`src/hw/fsp_pkg.sv`:
```
package fsp_pkg;

    // ----------------------------------------
    // flash geometry, in instruction words
    // ----------------------------------------
    localparam int unsigned FSP_ADDR_W = 24;
    localparam int unsigned FSP_PAGE_SHIFT = 9;
    localparam int unsigned FSP_PAGE_IW = 512;
    localparam int unsigned FSP_VT_IW = 256;
    localparam int unsigned FSP_FLASH_IW_DEF = 32768;
    localparam int unsigned FSP_CFG_IW_DEF = 64;
    localparam int unsigned FSP_BLIM_W = 13;
    localparam logic [FSP_BLIM_W-1:0] FSP_MIN_PAGES = 13'h0001;
    localparam logic [FSP_BLIM_W-1:0] FSP_MIN_PAGES_ALT = 13'h0002;

    // ----------------------------------------
    // security configuration word fields
    // ----------------------------------------
    localparam int unsigned FSP_SEC_W = 16;
    localparam int unsigned FSP_SEC_BOOT_WP = 0;
    localparam int unsigned FSP_SEC_BOOT_CP = 1;
    localparam int unsigned FSP_SEC_GEN_WP = 4;
    localparam int unsigned FSP_SEC_GEN_CP = 5;
    localparam int unsigned FSP_SEC_CFG_WP = 8;
    localparam int unsigned FSP_SEC_CFG_CP = 9;
    localparam int unsigned FSP_SEC_ALT_EN = 14;
    localparam logic [1:0] FSP_CP_NONE = 2'h3;

    // ----------------------------------------
    // register port
    // ----------------------------------------
    localparam int unsigned FSP_RADDR_W = 4;
    localparam int unsigned FSP_DATA_W = 32;
    localparam logic [FSP_RADDR_W-1:0] FSP_REG_CTRL = 4'h0;
    localparam logic [FSP_RADDR_W-1:0] FSP_REG_STATUS = 4'h4;
    localparam logic [FSP_RADDR_W-1:0] FSP_REG_DENY_CNT = 4'h8;
    localparam int unsigned FSP_CTRL_RELOAD = 0;
    localparam int unsigned FSP_CTRL_LOCK = 1;
    localparam logic [15:0] FSP_CNT_RST = 16'h0000;

    // ----------------------------------------
    // regions and carriers
    // ----------------------------------------
    typedef enum logic [1:0] {
        FSP_RGN_BOOT,
        FSP_RGN_GEN,
        FSP_RGN_CFG,
        FSP_RGN_NONE
    } fsp_region_e;

    typedef struct packed {
        logic boot_en;
        logic alt_en;
        logic boot_wp;
        logic [1:0] boot_cp;
        logic gen_wp;
        logic [1:0] gen_cp;
        logic cfg_wp;
        logic [1:0] cfg_cp;
        logic [FSP_BLIM_W-1:0] boot_pages;
    } fsp_cfg_s;

    typedef struct packed {
        logic valid;
        logic erase;
        logic from_boot;
        logic [FSP_ADDR_W-1:0] addr;
    } fsp_req_s;

    typedef struct packed {
        logic valid;
        logic grant;
        fsp_region_e region;
    } fsp_ans_s;

endpackage : fsp_pkg

```
`src/hw/fsp_code_protect.sv`:
```
`timescale 1ns/1ps
module fsp_code_protect import fsp_pkg::*; #(
    parameter int unsigned FLASH_IW = FSP_FLASH_IW_DEF,
    parameter int unsigned CFG_IW = FSP_CFG_IW_DEF
) (
    input wire logic clk_i,
    input wire logic sys_rst_i,
    input wire logic [FSP_SEC_W-1:0] security_config_word_i,
    input wire logic [FSP_BLIM_W-1:0] boot_page_count_field_i,
    input wire fsp_req_s req_i,
    output fsp_ans_s ans_o,
    output logic ready_o,
    input wire logic [FSP_RADDR_W-1:0] reg_addr_i,
    input wire logic [FSP_DATA_W-1:0] reg_wdata_i,
    input wire logic reg_wr_i,
    input wire logic reg_rd_i,
    output logic [FSP_DATA_W-1:0] reg_rdata_o
);

    localparam logic [FSP_ADDR_W-1:0] FLASH_END = FSP_ADDR_W'(FLASH_IW);
    localparam logic [FSP_ADDR_W-1:0] CFG_BASE = FSP_ADDR_W'(FLASH_IW - CFG_IW);
    localparam logic [FSP_ADDR_W-1:0] VT_END = FSP_ADDR_W'(FSP_VT_IW);

    fsp_cfg_s cfg_reg;
    fsp_cfg_s cfg_next;
    logic load_pend_reg;
    logic lock_reg;
    logic [15:0] deny_cnt_reg;
    fsp_ans_s ans_next;

    // ----------------------------------------
    // configuration capture
    // ----------------------------------------
    always_comb begin
        cfg_next.alt_en = security_config_word_i[FSP_SEC_ALT_EN];
        cfg_next.boot_wp = security_config_word_i[FSP_SEC_BOOT_WP];
        cfg_next.boot_cp = security_config_word_i[FSP_SEC_BOOT_CP +: 2];
        cfg_next.gen_wp = security_config_word_i[FSP_SEC_GEN_WP];
        cfg_next.gen_cp = security_config_word_i[FSP_SEC_GEN_CP +: 2];
        cfg_next.cfg_wp = security_config_word_i[FSP_SEC_CFG_WP];
        cfg_next.cfg_cp = security_config_word_i[FSP_SEC_CFG_CP +: 2];
        // zero pages means no boot segment at all
        cfg_next.boot_en = (boot_page_count_field_i != '0);
        cfg_next.boot_pages = boot_page_count_field_i;
        if (cfg_next.boot_en && (cfg_next.boot_pages < FSP_MIN_PAGES)) begin
            cfg_next.boot_pages = FSP_MIN_PAGES;
        end
        if (cfg_next.boot_en && cfg_next.alt_en && (cfg_next.boot_pages < FSP_MIN_PAGES_ALT)) begin
            cfg_next.boot_pages = FSP_MIN_PAGES_ALT;
        end
    end

    // settings sampled on the first edge after reset, never under reset itself
    always_ff @(posedge clk_i or posedge sys_rst_i) begin
        if (sys_rst_i) begin
            cfg_reg <= '0;
        end else if (load_pend_reg) begin
            cfg_reg <= cfg_next;
        end
    end

    always_ff @(posedge clk_i or posedge sys_rst_i) begin
        if (sys_rst_i) begin
            load_pend_reg <= 1'b1;
        end else if (reg_wr_i && (reg_addr_i == FSP_REG_CTRL) && reg_wdata_i[FSP_CTRL_RELOAD] && !lock_reg) begin
            load_pend_reg <= 1'b1;
        end else begin
            load_pend_reg <= 1'b0;
        end
    end

    // lock is sticky until reset: blocks reloads of the settings
    always_ff @(posedge clk_i or posedge sys_rst_i) begin
        if (sys_rst_i) begin
            lock_reg <= 1'b0;
        end else if (reg_wr_i && (reg_addr_i == FSP_REG_CTRL) && reg_wdata_i[FSP_CTRL_LOCK]) begin
            lock_reg <= 1'b1;
        end
    end

    always_ff @(posedge clk_i or posedge sys_rst_i) begin
        if (sys_rst_i) begin
            ready_o <= 1'b0;
        end else begin
            ready_o <= !load_pend_reg;
        end
    end

    // ----------------------------------------
    // region decode and decision
    // ----------------------------------------
    logic [FSP_BLIM_W-1:0] req_page;
    logic in_boot;
    logic in_cfg;
    logic in_vt;
    logic last_boot_page;
    logic alt_page;

    always_comb begin
        req_page = FSP_BLIM_W'(req_i.addr >> FSP_PAGE_SHIFT);
        in_cfg = (req_i.addr >= CFG_BASE) && (req_i.addr < FLASH_END);
        in_boot = cfg_reg.boot_en && (req_page < cfg_reg.boot_pages) && !in_cfg;
        in_vt = (req_i.addr < VT_END);
        last_boot_page = in_boot && (req_page == (cfg_reg.boot_pages - FSP_MIN_PAGES));
        alt_page = last_boot_page && cfg_reg.alt_en;

        ans_next.valid = req_i.valid && ready_o;
        ans_next.grant = 1'b0;
        ans_next.region = FSP_RGN_NONE;
        if (req_i.addr >= FLASH_END) begin
            ans_next.region = FSP_RGN_NONE;
        end else if (in_cfg) begin
            ans_next.region = FSP_RGN_CFG;
            ans_next.grant = !cfg_reg.cfg_wp && (req_i.from_boot || cfg_reg.cfg_cp == FSP_CP_NONE);
        end else if (in_vt) begin
            ans_next.region = cfg_reg.boot_en ? FSP_RGN_BOOT : FSP_RGN_GEN;
            ans_next.grant = !cfg_reg.boot_wp && !cfg_reg.gen_wp;
        end else if (in_boot) begin
            ans_next.region = FSP_RGN_BOOT;
            if (last_boot_page && req_i.from_boot) begin
                ans_next.grant = 1'b1;
            end else if (alt_page) begin
                ans_next.grant = (cfg_reg.boot_cp == FSP_CP_NONE);
            end else begin
                ans_next.grant = !cfg_reg.boot_wp && (req_i.from_boot || cfg_reg.boot_cp == FSP_CP_NONE);
            end
        end else begin
            ans_next.region = FSP_RGN_GEN;
            ans_next.grant = !cfg_reg.gen_wp;
        end
        if (!ans_next.valid) begin
            ans_next.grant = 1'b0;
        end
    end

    // answer one cycle after the request
    always_ff @(posedge clk_i or posedge sys_rst_i) begin
        if (sys_rst_i) begin
            ans_o <= '{valid: 1'b0, grant: 1'b0, region: FSP_RGN_NONE};
        end else begin
            ans_o <= ans_next;
        end
    end

    // ----------------------------------------
    // refusal counter and register port
    // ----------------------------------------
    // saturates so software never sees a wrap
    always_ff @(posedge clk_i or posedge sys_rst_i) begin
        if (sys_rst_i) begin
            deny_cnt_reg <= FSP_CNT_RST;
        end else if (ans_next.valid && !ans_next.grant && (deny_cnt_reg != 16'hffff)) begin
            deny_cnt_reg <= deny_cnt_reg + 16'h0001;
        end else if (reg_wr_i && (reg_addr_i == FSP_REG_DENY_CNT)) begin
            deny_cnt_reg <= FSP_CNT_RST;
        end
    end

    always_ff @(posedge clk_i or posedge sys_rst_i) begin
        if (sys_rst_i) begin
            reg_rdata_o <= '0;
        end else if (reg_rd_i) begin
            unique case (reg_addr_i)
                FSP_REG_CTRL: reg_rdata_o <= {30'h0000_0000, lock_reg, 1'b0};
                FSP_REG_STATUS: reg_rdata_o <= {7'h00, cfg_reg.cfg_cp, cfg_reg.cfg_wp, cfg_reg.gen_cp,
                    cfg_reg.gen_wp, cfg_reg.boot_cp, cfg_reg.boot_wp, cfg_reg.alt_en, cfg_reg.boot_en,
                    ready_o, cfg_reg.boot_pages[12:0]};
                FSP_REG_DENY_CNT: reg_rdata_o <= {16'h0000, deny_cnt_reg};
                default: reg_rdata_o <= '0;
            endcase
        end else begin
            reg_rdata_o <= '0;
        end
    end

endmodule : fsp_code_protect

```
`config.mk`:
```
export PLATFORM = sky130hd
export DESIGN_NAME = fsp_code_protect
export DESIGN_NICKNAME = d
export VERILOG_FILES = /design/src/hw/fsp_pkg.sv /design/src/hw/fsp_code_protect.sv
export SDC_FILE = /design/constraint.sdc
export NUM_CORES = 1
export LEC_CHECK = 0
export BUFFER_PORTS_ARGS = -buffer_cell sky130_fd_sc_hd__buf_2
export CAP_MARGIN = 10
export CORE_MARGIN = 2
export CORE_UTILIZATION = 55
export DETAILED_ROUTE_END_ITERATION = 6
export HOLD_SLACK_MARGIN = 0.05
export PLACE_DENSITY_LB_ADDON = 0.25
export SYNTH_ARGS = -nofsm -noshare
export SYNTH_HDL_FRONTEND = slang
export SYNTH_SLANG_ARGS = --single-unit
```
`constraint.sdc`:
```
create_clock -name clk_i -period 6.8 [get_ports clk_i]
set_input_delay 0.68 -clock clk_i [delete_from_list [all_inputs] [get_ports clk_i]]
set_output_delay 0.68 -clock clk_i [all_outputs]
set_load 0.01 [all_outputs]
```
[Word-level counts from Yosys, hierarchy flattened]
Index checks and enable logic that the tools add are counted.
Storage, ports and cells
  register bits: 79
  output and inout port bits: 37
  logic and storage cells: 80
Operators by class
  $add $sub $neg: 2
  order comparisons: 7
  equal/unequal tests: 6
  mux-type cells: 16
  reductions and logical operators: 32
Operator list (count)
  $pmux 25 s3: 1
  $mux 16: 2
  $mux 32: 1
  $mux 13: 2
  $ge 24x15->1 const B: 1
  $ge 24x16->1 const B: 1
  $lt 24x16->1 const B: 1
  $lt 24x9->1 const B: 1
  $logic_and 1x1->1: 20
  $add 16x1->16 const B: 1
  $ne 16x16->1 const B: 1
  $eq 13x13->1: 1
  $lt 13x1->1 const B: 1
  $lt 13x13->1: 1
  $lt 13x2->1 const B: 1
  $reduce_bool 13->1: 1
  $sub 13x1->13 const B: 1
  $mux 3: 3
  $logic_not 1->1: 7
  $mux 1: 6
  $eq 2x2->1 const B: 2
  $eq 4x3->1 const B: 1
  $eq 4x4->1 const B: 1
  $logic_not 4->1: 1
  other kinds (3): 4

[Logic depth before layout (Yosys ltp)]
Gate-level depths: netlist of the first run.
  depth after elaboration: 17
  gate-level depth with buffers: 14
  mapped depth without buffers: 11

[Worst setup path after synthesis of the first run]
No wires, ideal clock.
  path type: input -> register
  start point: input req_i[20] (netlist bit)
  end point: register deny_cnt_reg[4]
  library setup time: 125 ps
  arrival time: 3361 ps
  data required time: 6675 ps
  path slack: 3314 ps
  cell stages on the path: 12
  buffers on the path: 2
  cells stage by stage: ha_1 -> a21oi_1 -> nand2_1 -> a221o_1 -> or3_1 -> buf_2 -> or4_4 -> nor4_4 -> o21a_2 -> buf_6 -> o31ai_2 -> mux2_4
Between the ends
  cells in the longest elaborated chain, start to end: 17
Ends and longest elaborated chain
  start: declaration: line fsp_code_protect.sv:10  | input wire fsp_req_s req_i,
  $ge 24x15->1 or $lt 24x16->1 (tied branches): line fsp_code_protect.sv:101  | in_cfg = (req_i.addr >= CFG_BASE) && (req_i.addr < FLASH_END);
  $logic_and 1x1->1: line fsp_code_protect.sv:101
  $logic_not 1->1: line fsp_code_protect.sv:102  | in_boot = cfg_reg.boot_en && (req_page < cfg_reg.boot_pages) && !in_cfg;
  $logic_and 1x1->1: line fsp_code_protect.sv:102
  $logic_and 1x1->1: line fsp_code_protect.sv:104  | last_boot_page = in_boot && (req_page == (cfg_reg.boot_pages - FSP_MIN_PAGES));
  $logic_and 1x1->1: line fsp_code_protect.sv:105  | alt_page = last_boot_page && cfg_reg.alt_en;
  $mux 1: line fsp_code_protect.sv:122  | end else if (alt_page) begin
  $mux 1: line fsp_code_protect.sv:120  | if (last_boot_page && req_i.from_boot) begin
  $mux 3: line fsp_code_protect.sv:118  | end else if (in_boot) begin
  $mux 3: line fsp_code_protect.sv:115  | end else if (in_vt) begin
  $mux 3: line fsp_code_protect.sv:112  | end else if (in_cfg) begin
  $mux 1 *: line fsp_code_protect.sv:110  | if (req_i.addr >= FLASH_END) begin
  $mux 1 *: line fsp_code_protect.sv:131  | if (!ans_next.valid) begin
  $logic_not 1->1 *: line fsp_code_protect.sv:152  | end else if (ans_next.valid && !ans_next.grant && (deny_cnt_reg != 16'hffff)) begin
  $logic_and 1x1->1 * (2 in series): line fsp_code_protect.sv:152
  $mux 16 or $reduce_bool 2->1 (tied branches)
  end signal: assignment: line fsp_code_protect.sv:153  | deny_cnt_reg <= deny_cnt_reg + 16'h0001;
  end: declaration: line fsp_code_protect.sv:28  | logic [15:0] deny_cnt_reg;
Mark *: on every way between the ends. The rest lies on a longest branch, timed or not.
A chain may end at the register's enable or synchronous reset.

[Worst setup path in the final report of the first run]
  start point: register cfg_reg[5] (netlist bit)
  end point: register deny_cnt_reg[15]
Between the ends
  cells in the longest elaborated chain, start to end: 16
Ends and longest elaborated chain
  start: declaration: line fsp_code_protect.sv:24  | fsp_cfg_s cfg_reg;
  start signal: assignment: line fsp_code_protect.sv:58  | cfg_reg <= cfg_next;
  branches (longest 7 deep; another with $sub 13x1->13)
  $mux 3 *: line fsp_code_protect.sv:118
  $mux 3 *: line fsp_code_protect.sv:115
  $mux 3 *: line fsp_code_protect.sv:112
  $mux 1 *: line fsp_code_protect.sv:110
  $mux 1 *: line fsp_code_protect.sv:131
  $logic_not 1->1 *: line fsp_code_protect.sv:152
  $logic_and 1x1->1 * (2 in series): line fsp_code_protect.sv:152
  $mux 16 or $reduce_bool 2->1 (tied branches)
Mark *: on every way between the ends.

==> results of run 1 <==
synth_stat cells (7+ instances only):
master     n
a22oi_1   16
mux2_2    12
a21oi_1   10
o21ai_0   26
ha_1      15
or3_1      7
and3_1    16
nand2_1   38
inv_1     28
buf_4      7
nor3_1     9
nor2_1    28
nand3_1   20
clkbuf_1  15
dfrtp_1   69
xnor2_1    7
nand4_1    9
nor4_1    10
final cells by class:
class	instances	area (um^2)	area share
inverter	28	105.1	0.02196
multi-input combinational	313	2067	0.4319
timing repair buffer	85	432.9	0.09046
tap	99	123.9	0.02588
sequential	72	1805	0.3773
clock buffer	9	123.9	0.02588
clock inverter	7	127.6	0.02667
logic make-up after synthesis:
| kind of cell | count (synthesis) | share of synthesized area |
|---|---|---|
| compound gates | 97 | 0.1665 |
| mux | 15 | 0.04177 |
| fa+ha+maj | 15 | 0.04607 |
| other cells | 1 | 0.0009205 |
| xor+xnor | 10 | 0.02150 |
| buf+inv | 52 | 0.05651 |
| simple gates | 169 | 0.2236 |
| flops | 72 | 0.4432 |
worst max path at each step:
stage / startpoint / endpoint / cells after the start
6_report: cfg_reg[5] / deny_cnt_reg[15] / 11
5_1_grt: cfg_reg[1] / deny_cnt_reg[15] / 11
4_1_cts: cfg_reg[11] / deny_cnt_reg[15] / 11
3_5_place_dp: req_i[20] / deny_cnt_reg[15] / 11
3_3_place_gp: req_i[20] / deny_cnt_reg[15] / 11
2_1_floorplan: req_i[20] / deny_cnt_reg[4] / 12
metrics by stage:
step,power [uW],instances
2_1_floorplan,716.0,437
3_3_place_gp,782.8,597
3_5_place_dp,797.5,597
4_1_cts,1220,613
5_1_grt,1281,613
6_report,1220,613
layer usage:
metal  part of all wire  up-vias  global-route usage
met5                  0        -                   0
met4              0.015        0             0.08974
met3              0.036       16             0.03269
met2               0.50       89              0.4135
met1               0.45     1761              0.3341
li1                   -     1729                   -
worst reg2reg max path: cells and delay by family (launching register included):
| family | cells | cell delay (ns) |
|---|---|---|
| buffers and inverters | 1 | 0.15 |
| DFF | 1 | 0.53 |
| adders and majority gates | 1 | 0.31 |
| and+or+nand+nor | 4 | 1.51 |
| AOI/OAI and AO/OA | 4 | 0.72 |
| muxes | 1 | 0.28 |
power by group through the flow:
| stage | registers (uW) | logic [uW] | clock network (uW) |
|---|---|---|---|
| after global placement | 547 | 236 | 0 |
| after global routing | 549 | 284 | 447 |
| after CTS | 540 | 250 | 430 |
| after floorplan | 512 | 203 | 0 |
| final | 543 | 250 | 427 |
| after detailed placement | 548 | 250 | 0 |
==> results.sh, run 1 <==
export IMPL_power_density_mw_per_mm2=255.0
export IMPL_finClkSkew_ns=0.01280
export IMPL_coreArea_mm2=0.007214
export IMPL_syn_inst=431
export IMPL_largest_reg_flops=25
export IMPL_gp_congestion=0.9030
export IMPL_required_ns=7.04
export IMPL_fp_dieArea_mm2=0.008112
export IMPL_timing_slew_headroom=0.1943
export IMPL_htree_levels=3
export IMPL_worstHoldPathCells=1
export IMPL_max_stage_delay_ns=0.59
export IMPL_area_delta_synth_final_pct=17.48
export IMPL_crit_fanout=13
export IMPL_antenna_found_initial=0
export IMPL_drv_cap=0
export IMPL_drtIter0Drc=159
export IMPL_insertion_delay_ns=0.36
export IMPL_combinationalPowerShare=0.205
export IMPL_timing_setup_tns_ns=0
export IMPL_cp_slowest_cell="or4_4"
export IMPL_cts_hold_buf=0
export IMPL_initial_core_util=0.5647
export IMPL_start_kind="flip-flop"
export IMPL_post_route_util=0.6634
export IMPL_status="finished, final reports clean"
export IMPL_worstPathCellList="inv_1, ha_1, a21oi_1, or2_2, a31oi_1, or3_1, or4_4, nor4_4, o21a_2, o31ai_1, mux2_2"
export IMPL_synth_seq_cells=72
export IMPL_holdWs_ns=0.4558
export IMPL_r2r_cells=11
export IMPL_p_sw_frac=0.3174
export IMPL_placed_area_mm2=0.004534
export IMPL_final_cell_mix="buf_2 (82), dfrtp_1 (69), nand2_1 (38), nor2_1 (28), inv_1 (27)"
export IMPL_post_cts_buffers=0
export IMPL_final_common_cell="buf_2"
export IMPL_vias_per_cell=5.865
export IMPL_period_minus_slack_ns=3.598
export IMPL_ios=133
export IMPL_ys_flop_type="dfrtp_1"
export IMPL_path_delay_family="simple AND/OR/NAND/NOR gates"
export IMPL_r2r_setup_slack_ns=3.20
export IMPL_power_switching_uw=387.3
export IMPL_vdd_drop_max_mv=0.1531
export IMPL_pre_cts_ws_ns=2.917
export IMPL_clkTransAtPathRegs_ns=0.08
export IMPL_hpwl_um=7197
export IMPL_crit_buf_inv=1
export IMPL_nFillCells=617
export IMPL_cts_tree="yes"
export IMPL_synth_top_area_cell="dfrtp_1"
export IMPL_cts_buffers=9
export IMPL_yosys_warnings=0
export IMPL_yosysSeqAreaShare=0.4432
export IMPL_clock_sinks=72
export IMPL_row_count=31
export IMPL_vias=3595
export IMPL_crit_type="reg -> reg"
export IMPL_syn_mean_instance_area_um2=9.452
export IMPL_synthDistinctLibCells=65
export IMPL_arrival_ns=3.84
export IMPL_cts_buffer_depth=2
export IMPL_final_area_mm2=0.004786
export IMPL_port_buffers=82
export IMPL_cts_root_buf="clkbuf_8"
export IMPL_async_reset_ff_frac=1.000
export IMPL_intPower_uw=832.9
export IMPL_seqPwrFrac=0.445
export IMPL_synth_area_leaders="dfrtp_1 (42%), ha_1 (4.6%), nand2_1 (3.5%), mux2_2 (3.3%), o21ai_0 (3.2%)"
export IMPL_grt_remaining_overflow=0
export IMPL_min_to="load_pend_reg"
export IMPL_period_share=0.5291
export IMPL_cts_resized_gates=0
export IMPL_timing_rr_start="cfg_reg[5]"
export IMPL_leakagePower_uw=0.002305
export IMPL_drc=0
export IMPL_die_w_um=90.07
export IMPL_antenna_cells=0
export IMPL_grt_pass1_vias=3411
export IMPL_setup_viol=0
export IMPL_wirelength_um=9913
export IMPL_grt_max_degree=73
export IMPL_min_path_type="reg -> reg"
export IMPL_timing_rr_end="deny_cnt_reg[15]"
export IMPL_drive_above_1_share=0.2529
export IMPL_die_height_um=90.07
export IMPL_clockPowerShare=0.350
export IMPL_setup_ws_ns=3.202
export IMPL_hp_start="lock_reg"
export IMPL_grt_pass1_wl_um=16400
export IMPL_hold_violations=0
export IMPL_cp_end_kind="flip-flop"
export IMPL_maxSlewViolCount=0
export IMPL_worst_pin_slew_ns=1.208
export IMPL_grt_setup_unrepaired="no"
export IMPL_fmax_mhz=277.9
export IMPL_wl_per_cell_um=16.17
export IMPL_track_usage=0.2483
export IMPL_synth_edf_count=0
export IMPL_netlist_area_mm2=0.004074
export IMPL_final_antenna_net_count=0
export IMPL_fin_nets=620
export IMPL_synth_top_area_frac=0.4238
export IMPL_firstDrtPassIters=5
(Power assumes the default switching activity.)
==> inputs of run 2 (changes only) <==
--- a/config.mk
+++ b/config.mk
@@ -5,10 +5,11 @@
 export SDC_FILE = /design/constraint.sdc
 export NUM_CORES = 1
 export LEC_CHECK = 0
+export ABC_AREA = 1
 export BUFFER_PORTS_ARGS = -buffer_cell sky130_fd_sc_hd__buf_2
 export CAP_MARGIN = 10
 export CORE_MARGIN = 2
-export CORE_UTILIZATION = 55
+export CORE_UTILIZATION = 51
 export DETAILED_ROUTE_END_ITERATION = 6
 export HOLD_SLACK_MARGIN = 0.05
 export PLACE_DENSITY_LB_ADDON = 0.25
==> constraint.sdc (replaced) <==
create_clock -name clk_i -period 3.59 [get_ports clk_i]
set_input_delay 0.359 -clock clk_i [delete_from_list [all_inputs] [get_ports clk_i]]
set_output_delay 0.359 -clock clk_i [all_outputs]
set_load 0.01 [all_outputs]
==> run 2 against run 1 <==
Against the previous run: critical path depth is 3 higher; area after synthesis grew 1.2%; total power increased by 82%; clock skew down 0.0028 ns; largest cell class unchanged; synthesized cell count increased by 22%; highest routed layer unchanged; sequential share of layout area down 0.089 points; combinational power up 100%; clock power rose by 64%; worst setup slack worse by 2.1 ns; wire length decreased by 3.7%.
==> results.sh, run 2 <==
export IMPL_status="finished, final reports clean"
export IMPL_setup_viol=0
export IMPL_pre_cts_ws_ns=1.096
export IMPL_crit_fanout=18
export IMPL_fmax_mhz=397.5
export IMPL_insertion_delay_ns=0.35
export IMPL_synth_top_area_cell="dfrtp_1"
export IMPL_drv_cap=0
export IMPL_synthDistinctLibCells=39
export IMPL_area_delta_synth_final_pct=16.36
export IMPL_die_w_um=93.91
export IMPL_largest_reg_flops=25
export IMPL_synth_area_leaders="dfrtp_1 (42%), nand2_1 (13%), inv_1 (4.9%), ha_1 (4.6%), nand3_1 (4.4%)"
export IMPL_ys_flop_type="dfrtp_1"
export IMPL_htree_levels=3
export IMPL_initial_core_util=0.5308
export IMPL_fp_dieArea_mm2=0.008819
export IMPL_vias_per_cell=5.094
export IMPL_worstPathCellList="inv_1, ha_1, a21oi_1, o21ai_0, a21oi_1, nand4_1, a21oi_1, nand2_1, nand2_1, nand2_2, nand2_4, nand2_8, nand3_1, nand2_1"
export IMPL_clkTransAtPathRegs_ns=0.08
export IMPL_max_stage_delay_ns=0.41
export IMPL_synth_edf_count=0
export IMPL_layoutNonFillerInstCount=714
export IMPL_cts_hold_buf=0
export IMPL_cp_end_kind="flip-flop"
export IMPL_setup_ws_ns=1.074
export IMPL_grt_max_degree=73
export IMPL_hold_violations=0
export IMPL_worst_pin_slew_ns=0.9153
export IMPL_timing_setup_tns_ns=0
export IMPL_cp_slowest_cell="dfrtp_1"
export IMPL_period_share=0.7007
export IMPL_grt_pass1_vias=3428
export IMPL_coreArea_mm2=0.007767
export IMPL_grt_remaining_overflow=0
export IMPL_power_density_mw_per_mm2=462.5
export IMPL_required_ns=3.82
export IMPL_cts_buffers=9
export IMPL_final_cell_mix="nand2_1 (141), buf_2 (82), dfrtp_1 (69), inv_1 (53), nor2_1 (46)"
export IMPL_final_common_cell="nand2_1"
export IMPL_ios=133
export IMPL_arrival_ns=2.75
export IMPL_wl_per_cell_um=13.38
export IMPL_die_height_um=93.91
export IMPL_leakagePower_uw=0.002457
export IMPL_antenna_found_initial=0
export IMPL_antenna_cells=0
export IMPL_row_count=32
export IMPL_cts_root_buf="clkbuf_8"
export IMPL_vdd_drop_max_mv=0.2912
export IMPL_numPlacedInstances=698
export IMPL_clock_sinks=72
export IMPL_drive_above_1_share=0.2304
export IMPL_path_delay_family="simple AND/OR/NAND/NOR gates"
export IMPL_yosys_warnings=0
export IMPL_nFillCells=714
export IMPL_syn_mean_instance_area_um2=7.868
export IMPL_final_antenna_net_count=0
export IMPL_track_usage=0.2316
export IMPL_crit_type="reg -> reg"
export IMPL_crit_buf_inv=1
export IMPL_fin_nets=718
export IMPL_async_reset_ff_frac=1.000
export IMPL_vias=3637
export IMPL_wirelength_um=9550
export IMPL_drc=0
export IMPL_post_cts_buffers=0
export IMPL_cts_tree="yes"
export IMPL_grt_pass1_wl_um=15890
export IMPL_synth_top_area_frac=0.4188
export IMPL_timing_slew_headroom=0.3898
export IMPL_start_kind="flip-flop"
export IMPL_firstDrtPassIters=5
export IMPL_port_buffers=82
export IMPL_grt_setup_unrepaired="no"
export IMPL_power_uw=2219
export IMPL_maxSlewViolCount=0
export IMPL_netlist_area_mm2=0.004123
export IMPL_synth_seq_cells=72
export IMPL_synth_common_cells="nand2_1 (141), dfrtp_1 (69), inv_1 (54)"
export IMPL_gp_congestion=0.8500
export IMPL_period_minus_slack_ns=2.516
export IMPL_yosysSeqAreaShare=0.4379
export IMPL_min_path_type="in -> reg"
export IMPL_hpwl_um=6987
export IMPL_cts_buffer_depth=2
export IMPL_finClkSkew_ns=0.01004
export IMPL_cts_resized_gates=0
export IMPL_syn_inst=524
export IMPL_drtIter0Drc=175
export IMPL_synth_most_common_cell="nand2_1"
==> run 2: changes by cell type in the layout (fill, tap and decap cells not counted), moves of 12 or more <==
| cell | delta |
|---|---|
| nand2_1 | +103 |
| inv_1 | +26 |
| nor2_1 | +18 |
| and3_1 | -16 |
| nand3_1 | +16 |
| a22oi_1 | -15 |
| a21oi_1 | +14 |
| mux2_2 | -12 |
==> run 2: layout make-up <==
cell class	count	area, um^2	share of cell area
Tap cell	102	127.6	0.02660
Sequential cell	72	1805	0.3764
Inverter	59	224.0	0.04669
Multi-Input combinational cell	380	1996	0.4160
Clock buffer	10	127.6	0.02660
Clock inverter	6	83.83	0.01748
Timing Repair Buffer	85	432.9	0.09025
==> run 2: logic make-up after synthesis <==
family          count (synthesis)  share of synthesized area
buf+inv                        78                    0.08346
simple gates                  280                     0.3202
other cells                     1                  0.0009096
fa+ha+maj                      15                    0.04552
compound gates                 64                    0.08225
xor+xnor                       14                    0.02974
flops                          72                     0.4379
==> run 2: tightest hold or removal path, stage by stage <==
cell	delay, ns
buf_2	0.07
nand2_1	0.04
o21ai_0	0.06
==> run 2: stage by stage <==
stage | cell area [um^2] | util | hold WS [ns]
final | 4797 | 0.6176 | 0.2108
after global routing | 4797 | 0.6176 | 0.1999
after CTS | 4797 | 0.6176 | 0.1970
after detailed placement | 4586 | 0.5904 | 0.4065
after global placement | 4586 | 0.5904 | 0.3998
after floorplan | 4145 | - | 0.3895
==> run 2: routing by layer <==
| layer | global-route usage | share of wire |
|---|---|---|
| met5 | 0 | 0 |
| met4 | 0.06039 | 0.017 |
| met3 | 0.07384 | 0.062 |
| met2 | 0.3661 | 0.47 |
| met1 | 0.3092 | 0.46 |
==> run 2: report_power, final <==
part / switching [uW] / total, uW / internal [uW]
logic: 306 / 502 / 196
registers: 103 / 1010 / 912
clock network: 313 / 702 / 389
total: 722 / 2220 / 1500
==> run 2: final timing paths <==
path | start | depth (start not counted) | slack [ns] | to
setup / recovery | cfg_reg[10] | 14 | 1.07 | deny_cnt_reg[5]
hold / removal | security_config_word_i[0] | 3 | 0.21 | cfg_reg[21]
setup reg to reg | cfg_reg[10] | 14 | 1.07 | deny_cnt_reg[5]
hold reg to reg | lock_reg | 1 | 0.42 | load_pend_reg
max in group asynchronous | sys_rst_i | 3 | 2.72 | cfg_reg[9]
min in group asynchronous | sys_rst_i | 3 | 0.28 | lock_reg
==> inputs of run 3 (changes only) <==
==> constraint.sdc (replaced) <==
create_clock -name clk_i -period 2.4 [get_ports clk_i]
set_input_delay 0.24 -clock clk_i [delete_from_list [all_inputs] [get_ports clk_i]]
set_output_delay 0.24 -clock clk_i [all_outputs]
set_load 0.01 [all_outputs]
==> run 3 against run 2 <==
Against the previous run: sequential share of layout area shrank 2.4 points; clock power grew 37%; global-route usage grew 1.0 points; sequential power grew 49%; wire length grew 5.4%; cell area grew 7.0%.
==> results.sh, run 3 (same netlist as run 2, synthesis figures left out) <==
export IMPL_fmax_mhz=432.3
export IMPL_cp_startpoint="cfg_reg[2]"
export IMPL_antenna_found_initial=0
export IMPL_grt_setup_unrepaired="yes"
export IMPL_hpwl_um=7415
export IMPL_final_common_cell="nand2_1"
export IMPL_final_antenna_net_count=0
export IMPL_htree_levels=3
export IMPL_period_minus_slack_ns=2.313
export IMPL_multi_input_comb_area_mm2=0.002126
export IMPL_grt_use_met2=0.3815
export IMPL_r2r_setup_slack_ns=0.09
export IMPL_largest_reg_flops=25
export IMPL_insertion_delay_ns=0.35
export IMPL_vias=3746
export IMPL_firstDrtPassIters=5
export IMPL_drive_above_1_share=0.2951
export IMPL_cts_buffer_depth=2
export IMPL_timing_rr_end="deny_cnt_reg[2]"
export IMPL_cts_tree="yes"
export IMPL_wl_per_cell_um=13.62
export IMPL_regArea_mm2=0.001808
export IMPL_status="finished, final reports clean"
export IMPL_timing_setup_tns_ns=0
export IMPL_fp_dieArea_mm2=0.008819
export IMPL_min_path_type="in -> reg"
export IMPL_timing_rr_start="cfg_reg[2]"
export IMPL_die_w_um=93.91
export IMPL_nFillCells=683
export IMPL_initial_core_util=0.5308
export IMPL_arrival_ns=2.55
export IMPL_cts_root_buf="clkbuf_8"
export IMPL_timing_slew_headroom=0.5148
export IMPL_globalRouteMet1Util=0.3239
export IMPL_area_delta_synth_final_pct=24.46
export IMPL_coreArea_mm2=0.007767
export IMPL_drc=0
export IMPL_worst_pin_slew_ns=0.7260
export IMPL_ios=133
export IMPL_drtIter0Drc=200
export IMPL_wirelength_um=10070
export IMPL_crit_fanout=8
export IMPL_drv_cap=0
export IMPL_die_height_um=93.91
export IMPL_finClkSkew_ns=0.009300
export IMPL_required_ns=2.64
export IMPL_antenna_cells=0
export IMPL_holdWs_ns=0.09172
export IMPL_maxSlewViolCount=0
export IMPL_grt_pass1_wl_um=16680
export IMPL_cts_buffers=9
export IMPL_clock_sinks=72
export IMPL_row_count=32
export IMPL_vias_per_cell=5.069
export IMPL_cp_endpoint="deny_cnt_reg[2]"
export IMPL_hold_violations=0
export IMPL_grt_max_degree=34
export IMPL_power_uw=3453
export IMPL_track_usage=0.2420
export IMPL_final_cell_mix="nand2_1 (138), buf_2 (82), dfrtp_1 (67), inv_1 (48), nor2_1 (43)"
export IMPL_fin_nets=743
export IMPL_grt_remaining_overflow=0
export IMPL_vdd_drop_max_mv=0.3969
export IMPL_grt_pass1_vias=3640
export IMPL_grt_busiest_layer="met2"
export IMPL_leakagePower_uw=0.002570
export IMPL_placed_area_mm2=0.004693
export IMPL_final_area_mm2=0.005131
export IMPL_cp_end_kind="flip-flop"
export IMPL_power_density_mw_per_mm2=672.9
export IMPL_setup_viol=0
export IMPL_port_buffers=82
export IMPL_r2r_cells=17
export IMPL_met3_usage=0.05859
export IMPL_period_share=0.9639
export IMPL_clkTransAtPathRegs_ns=0.08
export IMPL_crit_type="reg -> reg"
export IMPL_gp_congestion=0.8382
export IMPL_start_kind="flip-flop"
==> run 3: cell types whose count changed in the layout (fill, tap and decap cells not counted), moves of 5 or more <==
| cell | previous run | this run |
|---|---|---|
| inv_1 | 53 | 48 |
| nand3_2 | 7 | 14 |
| nand3_1 | 36 | 29 |
| buf_4 | 3 | 22 |
| inv_2 | 5 | 10 |
==> run 3: cell type report <==
cell class / count / share of cell area
inverters: 59 / 0.04365
multi-input cells: 381 / 0.4143
clock buffers: 12 / 0.02634
well taps: 102 / 0.02487
flip-flops and latches: 72 / 0.3524
repair buffers: 109 / 0.1280
clock inverters: 4 / 0.01049
==> run 3: how the worst min path moves through the flow <==
stage,from,end,slack (ns),cells past startpoint
floorplan,reg_wr_i,load_pend_reg,0.34,2
global placement,sys_rst_i,reg_rdata_o[1],0.15,2
detailed placement,sys_rst_i,reg_rdata_o[1],0.16,2
CTS,security_config_word_i[6],cfg_reg[17],0.09,3
global route,reg_wdata_i[0],load_pend_reg,0.11,3
finish,security_config_word_i[6],cfg_reg[17],0.09,3
==> run 3: metrics by stage <==
| step | setup slack, ns | std cells | util |
|---|---|---|---|
| after global placement | 0.08372 | 709 | 0.6042 |
| after global routing | -0.09574 | 739 | 0.6606 |
| final | 0.08660 | 739 | 0.6606 |
| after detailed placement | 0.007511 | 709 | 0.6042 |
| after floorplan | 0.3244 | 530 | - |
| after CTS | 0.04886 | 726 | 0.6310 |
==> run 3: what timing repair did <==
action / 4_1_cts / 5_1_grt
setup buffers: 0 / 12
pin swaps: 0 / 27
hold buffers: 1 / 0
gates cloned: 0 / 1
hold endpoints to repair: 8 / 0
resized for setup: 1 / 31
setup endpoints to repair: 1 / 17
==> run 3: layer usage <==
metal / share of wire / up-vias / routed length [um]
met1: 0.44 / 1691 / 4464
met3: 0.075 / 26 / 751
met2: 0.46 / 147 / 4582
met4: 0.026 / 0 / 265
li1: - / 1882 / -
met5: 0 / - / 0
==> run 3: where the power goes <==
part | switching [uW] | total, uW | internal, uW
clock network | 476 | 961 | 485
logic | 560 | 990 | 430
registers | 136 | 1500 | 1370
==> run 3: worst max-delay path: stages (launching register included) <==
cell	delay, ns
dfrtp_2	0.45
inv_1	0.11
ha_1	0.26
nand2_1	0.07
inv_1	0.03
nor2_1	0.07
o21ai_0	0.08
o21ai_1	0.12
nand4_1	0.16
nor2_1	0.13
nand2_1	0.06
nand2_1	0.05
nand2_1	0.05
nand2_2	0.12
nand2_8	0.13
buf_12	0.18
nand4_1	0.07
nand2_1	0.05
